**src/hbp_cfg.svh**
```systemverilog
// Constants for the host bus port pin logic
`ifndef HBP_CFG_SVH
`define HBP_CFG_SVH
`define HBP_MCR_IRQ_EN_BIT 3
`define HBP_MCR_IR_SEL_BIT 6
`define HBP_MCR_RESET 8'h00
`define HBP_ADDR_W 3
`define HBP_DATA_W 8
`endif

```
**src/hbp_pkg.sv**
```systemverilog
// Types for the host bus port pin logic
package hbp_pkg;
    typedef enum logic [1:0] {
        HBP_IDLE = 2'b00,
        HBP_READ = 2'b01,
        HBP_WRITE = 2'b10
    } hbp_state_type;
endpackage : hbp_pkg

```
**src/hbp_port.sv**
```systemverilog
// Host bus port: strobe decode, register access, interrupt and transmit pins
`include "hbp_cfg.svh"
module hbp_port #(
    parameter int ADDR_W = `HBP_ADDR_W,
    parameter int DATA_W = `HBP_DATA_W
) (
    input wire logic i_clk,
    input wire logic i_nrst,
    input wire logic i_bus_style,
    input wire logic i_chip_sel_n,
    input wire logic i_read_strobe_n,
    input wire logic i_write_strobe_n,
    input wire logic [ADDR_W-1:0] i_reg_select_lines,
    input wire logic [DATA_W-1:0] i_host_data_lines,
    input wire logic i_irq_pending,
    input wire logic i_tx_active,
    input wire logic i_tx_serial,
    input wire logic i_tx_infrared,
    input wire logic [DATA_W-1:0] i_rd_data,
    input wire logic [DATA_W-1:0] i_modem_control_reg,
    output logic [ADDR_W-1:0] o_reg_addr,
    output logic o_rd_pulse,
    output logic o_wr_pulse,
    output logic [DATA_W-1:0] o_wr_data,
    output logic [DATA_W-1:0] o_host_data_lines,
    output logic o_host_data_oe,
    output logic o_irq_out,
    output logic o_irq_oe,
    output logic o_tx
);
    import hbp_pkg::*;

    // Widths are fixed by the reset constants and the decode below, so
    // any other size is refused while the design is built
    if (ADDR_W != `HBP_ADDR_W || DATA_W != `HBP_DATA_W) begin : g_bad_size
        $error("hbp_port supports three select lines and eight data bits");
    end

    // ----------------------------------------------------------------
    // State
    // ----------------------------------------------------------------
    typedef struct packed {
        hbp_state_type st;
        logic rd_n;
        logic wr_n;
        logic [ADDR_W-1:0] addr;
        logic [DATA_W-1:0] rdat;
        logic [DATA_W-1:0] wdat;
        logic rd_p;
        logic wr_p;
        logic oe;
        logic tx;
    } hbp_regs_type;

    hbp_regs_type s_q, s_d;
    logic ir_sel, irq_en;
    logic start_rd, start_wr, end_acc;

    assign ir_sel = i_modem_control_reg[`HBP_MCR_IR_SEL_BIT];
    assign irq_en = i_modem_control_reg[`HBP_MCR_IRQ_EN_BIT];

    // Strobe style uses separate falling strobes; direction style uses the
    // low level of chip select while idle, the direction sampled at that edge.
    always_comb begin
        start_rd = 1'b0;
        start_wr = 1'b0;
        end_acc = 1'b0;
        if (i_bus_style) begin
            start_rd = !i_chip_sel_n && s_q.rd_n && !i_read_strobe_n;
            start_wr = !i_chip_sel_n && s_q.wr_n && !i_write_strobe_n;
            end_acc = (s_q.st == HBP_READ) ? i_read_strobe_n
                                           : i_write_strobe_n;
        end else begin
            start_rd = !i_chip_sel_n && i_write_strobe_n;
            start_wr = !i_chip_sel_n && !i_write_strobe_n;
            end_acc = i_chip_sel_n;
        end
        end_acc = end_acc || i_chip_sel_n;
    end

    // ----------------------------------------------------------------
    // Next state
    // ----------------------------------------------------------------
    always_comb begin
        s_d = s_q;
        s_d.rd_n = i_read_strobe_n;
        s_d.wr_n = i_write_strobe_n;
        s_d.rd_p = 1'b0;
        s_d.wr_p = 1'b0;
        case (s_q.st)
            HBP_IDLE: begin
                s_d.oe = 1'b0;
                if (start_rd) begin
                    s_d.st = HBP_READ;
                    s_d.addr = i_reg_select_lines;
                    s_d.rd_p = 1'b1;
                end else if (start_wr) begin
                    s_d.st = HBP_WRITE;
                    s_d.addr = i_reg_select_lines;
                end
            end
            HBP_READ: begin
                s_d.rdat = i_rd_data;
                s_d.oe = 1'b1;
                if (end_acc) begin
                    s_d.st = HBP_IDLE;
                    s_d.oe = 1'b0;
                end
            end
            HBP_WRITE: begin
                // Data is followed until the closing edge, then loaded
                s_d.wdat = i_host_data_lines;
                if (end_acc) begin
                    s_d.st = HBP_IDLE;
                    s_d.wr_p = 1'b1;
                end
            end
            default: begin
                s_d.st = HBP_IDLE;
                s_d.oe = 1'b0;
            end
        endcase
        // Idle level follows the selected mode
        if (!i_tx_active) begin
            s_d.tx = !ir_sel;
        end else begin
            s_d.tx = ir_sel ? i_tx_infrared : i_tx_serial;
        end
    end

    always_ff @(posedge i_clk or negedge i_nrst) begin
        if (!i_nrst) begin
            s_q.st <= HBP_IDLE;
            s_q.rd_n <= 1'b1;
            s_q.wr_n <= 1'b1;
            s_q.addr <= '0;
            s_q.rdat <= 8'h00;
            s_q.wdat <= 8'h00;
            s_q.rd_p <= 1'b0;
            s_q.wr_p <= 1'b0;
            s_q.oe <= 1'b0;
            s_q.tx <= 1'b1;
        end else begin
            s_q <= s_d;
        end
    end

    // ----------------------------------------------------------------
    // Outputs
    // ----------------------------------------------------------------
    assign o_reg_addr = s_q.addr;
    assign o_rd_pulse = s_q.rd_p;
    assign o_wr_pulse = s_q.wr_p;
    assign o_wr_data = s_q.wdat;
    assign o_host_data_lines = s_q.rdat;
    assign o_host_data_oe = s_q.oe;
    assign o_tx = s_q.tx;

    // Direction style is open drain, low only, board pull-up returns it high; strobe style drives i_irq_pending while irq_en is set
    assign o_irq_out = i_bus_style ? i_irq_pending : 1'b0;
    assign o_irq_oe = i_bus_style ? irq_en : i_irq_pending;
endmodule : hbp_port

```
**config.mk**
```make
export PLATFORM = sky130hd
export DESIGN_NAME = hbp_port
export DESIGN_NICKNAME = d
export VERILOG_FILES = /design/src/hbp_pkg.sv /design/src/hbp_port.sv
export VERILOG_INCLUDE_DIRS = /design/src
export SDC_FILE = /design/constraint.sdc
export NUM_CORES = 1
export LEC_CHECK = 0
export ABC_AREA = 1
export BUFFER_PORTS_ARGS = -buffer_cell sky130_fd_sc_hd__clkbuf_2
export CORE_MARGIN = 2
export CORE_UTILIZATION = 49
export DETAILED_ROUTE_END_ITERATION = 7
export GPL_TIMING_DRIVEN = 0
export PLACE_DENSITY = 0.84
export SYNTH_ARGS = -nofsm -noshare
export SYNTH_HDL_FRONTEND = slang
export SYNTH_SLANG_ARGS = --single-unit
export TNS_END_PERCENT = 10
```
**constraint.sdc**
```tcl
create_clock -name i_clk -period 2.2 [get_ports i_clk]
set_input_delay 0.22 -clock i_clk [delete_from_list [all_inputs] [get_ports i_clk]]
set_output_delay 0.22 -clock i_clk [all_outputs]
set_load 0.02 [all_outputs]
```
==> flow_summary.json <==
{
  "viasPerCell": 4.47,
  "fmax_mhz": 717,
  "firstDrtPassIters": 4,
  "path_cells": "inv_1, ha_1, buf_6, nand2_2, nand3_1, nand3_2, nand2_1, nand2_1, nand2_1",
  "synthToLayoutAreaGrowth_pct": 28.4,
  "coreArea_sq_um": 2500,
  "routed_wl_microns": 2230,
  "cp_num_cells": 9,
  "drtIter0Drc": 38,
  "final_cell_mix": "68 x nand2_1, 55 x clkbuf_2, 24 x dfrtp_1, 19 x buf_4, 9 x inv_1",
  "dr_wl_met3_microns": 143,
  "cap_violations": 0,
  "clock-sinks": 27,
  "mostFrequentLayoutCell": "nand2_1",
  "tightest_slew_ns": 0.627,
  "cts_tree": "done",
  "min_path_cells": 2,
  "crit_top_cell": "nand2_1",
  "r2r-start": "s_q[26]$_DFFE_PN0P_",
  "place_inst": 238,
  "p_per_area_nw_per_um2": 1330,
  "cts_setup_buffers": 0,
  "synthMuxAreaShare_pct": 0,
  "highest-signal-layer": "met4",
  "clock_latency_ns": 0.32,
  "syn_area_sq_um": 1300,
  "cts_max_path_buffers": 2,
  "p_total_uw": 2230,
  "synthXorXnorAreaFrac_pct": 0,
  "worst-path-buf-inv": 2,
  "root_buffer": "clkbuf_4",
  "fin_nets": 256,
  "syn_nets": 193,
  "crit_path_end_kind": "flop",
  "io_pins": 62,
  "max_slew_margin_pct": 58.2,
  "synth_fa_ha_area_share_pct": 2.89,
  "grt_start_max_net_pins": 28,
  "via_count": 1095,
  "syn_avg_cell_area_sq_um": 8.49,
  "synthSimpleGateAreaFrac_pct": 27.3,
  "r2r-end": "s_q[26]$_DFFE_PN0P_",
  "critical_path_class": "flop to flop",
  "crit_path_top_delay_cell": "dfrtp_1",
  "die_height_microns": 55.5,
  "rsz0062_at_grt": "false",
  "antenna_found_initial": 0,
  "finalCriticalPeriod_ns": 1.40,
  "grtUsageTotal_pct": 16.3,
  "cp_max_fo": 10,
  "drtAntennaViolNets": 0,
  "hold_viol": 0,
  "synth_compound_area_share_pct": 2.22,
  "drv_slew": 0,
  "ys_warn_count": 0,
  "synth.distinct_cells": 18,
  "wl_met1_microns": 967,
  "grt_pass1_wl_microns": 4030,
  "synthCells": 153,
  "max_stage_delay_ns": 0.40,
  "grt_pass1_vias": 1011,
  "synth_top_family_by_area": "simple AND/OR/NAND/NOR gates",
  "status": "completed",
  "fp-row-count": 18,
  "start_util_pct": 52.0,
  "worstSetupStartpointType": "flop",
  "ir_worst_vdd_mv": 0.823,
  "r2r_cells": 9,
  "startpoint": "s_q[26]$_DFFE_PN0P_",
  "die_area_sq_um": 3080,
  "drive_gt1_share_pct": 41.9,
  "nFillCells": 235,
  "fp.dieW_microns": 55.5,
  "dp_slack_ns": 0.819,
  "fin_skew_ns": 0.00554,
  "hp-class": "input port to flop",
  "fin_cells": 245,
  "wl_met2_microns": 1080,
  "h-tree-depth": 1,
  "tns_ns": 0,
  "crit_required_ns": 2.42,
  "layout_setup_ws_ns": 0.804,
  "r2r_slack_ns": 0.80,
  "period_share_pct": 63.4,
  "detail_route.wl_per_cell_microns": 9.11,
  "drc": 0,
  "setup.worst_path.end": "s_q[26]$_DFFE_PN0P_",
  "clk_pin_slew_ns": 0.13,
  "numCtsBuffers": 3,
  "place_hpwl_microns": 1760,
  "grt-ovfl-total": 0,
  "portBuffers": 55,
  "synth-seq-area-share_pct": 52.3,
  "multi_input_area_sq_um": 420,
  "gp_congestion": 0.706,
  "critical-path-top-delay-family": "simple AND/OR/NAND/NOR gates",
  "crit_arrival_ns": 1.62,
  "seq_area_sq_um": 679,
  "diodes": 0,
  "leakagePower_uw": 0.00100,
  "setup_viol": 0,
  "synth-seq-cells": 27
}
[registers in the layout (all words and copies together), names as in the netlist]
register / cells
o_wr_pulse: 1
o_rd_pulse: 1
o_host_data_oe: 1
o_tx: 1
o_reg_addr: 3
s_q: 4
o_wr_data: 8
o_host_data_lines: 8
[cell usage after synthesis]
master,n,area [sq um]
clkinv_1,1,3.75
inv_1,9,33.8
dfstp_2,3,78.8
nand2_1,68,255
nand3_2,1,10.0
o21ai_2,1,8.76
buf_6,1,11.3
nand3_1,8,40.0
a21oi_1,2,10.0
nand2_2,4,25.0
o21ai_0,2,10.0
dfrtp_1,24,601
buf_4,19,143
nor2_2,2,12.5
ha_1,3,37.5
nor2_1,3,11.3
inv_2,1,3.75
clkbuf_1,1,3.75
[per-layer routing]
| layer | GRT usage, % | vias to the layer above |
|---|---|---|
| met4 | 7.32 | 0 |
| met3 | 2.81 | 5 |
| met2 | 27.6 | 41 |
| met5 | 0 | - |
| met1 | 20.2 | 479 |
| li1 | - | 570 |
[cell families (layout without fill, tap and decap cells)]
kind of cell    count (synthesis)  in the layout
simple gates                   86             86
buf+inv                        32             94
flops                          27             27
compound gates                  5              5
fa+ha+maj                       3              3
[worst reg2reg max path, cell delays in order, from the launching register on]
cell and delay (ns):
dfrtp_1 0.40, inv_1 0.07, ha_1 0.21, buf_6 0.15, nand2_2 0.06, nand3_1 0.14, nand3_2 0.11, nand2_1 0.07
nand2_1 0.06, nand2_1 0.04
[area by class of cell]
type	instances	share of cell area [%]
plain buffers	21	9.45
clock buffers	4	1.58
inverters	11	2.48
multi-input cells	94	25.2
flip-flops and latches	27	40.7
well taps	30	2.25
repair buffers	58	18.3
[worst min-delay path by stage]
stage,from,to
final,i_modem_control_reg[6],o_tx$_DFF_PN1_
after global routing,i_modem_control_reg[6],o_tx$_DFF_PN1_
after CTS,i_modem_control_reg[6],o_tx$_DFF_PN1_
after detailed placement,i_nrst,o_host_data_lines[4]$_DFFE_PN0P_
after global placement,i_nrst,o_host_data_lines[4]$_DFFE_PN0P_
after floorplan,i_nrst,o_host_data_lines[0]$_DFFE_PN0P_
[where the power goes]
group | internal [uW] | switching, uW
Clock | 70.9 | 133
Sequential | 708 | 104
Combinational | 523 | 687
[through the flow]
stage               hold WS [ns]  utilization (%)  cell area [sq um]
finish                    0.0595             66.7               1670
global route              0.0795             66.7               1670
CTS                       0.0482             66.7               1670
detailed placement         0.280             64.5               1610
global placement           0.281             64.5               1610
floorplan                -0.0756                -               1300
[timing repair]
item | CTS | global route
endpoints found under the hold margin | 26 | 0
gates resized for setup | 0 | 0
hold buffers | 3 | 0
(Power assumes the default switching activity.)
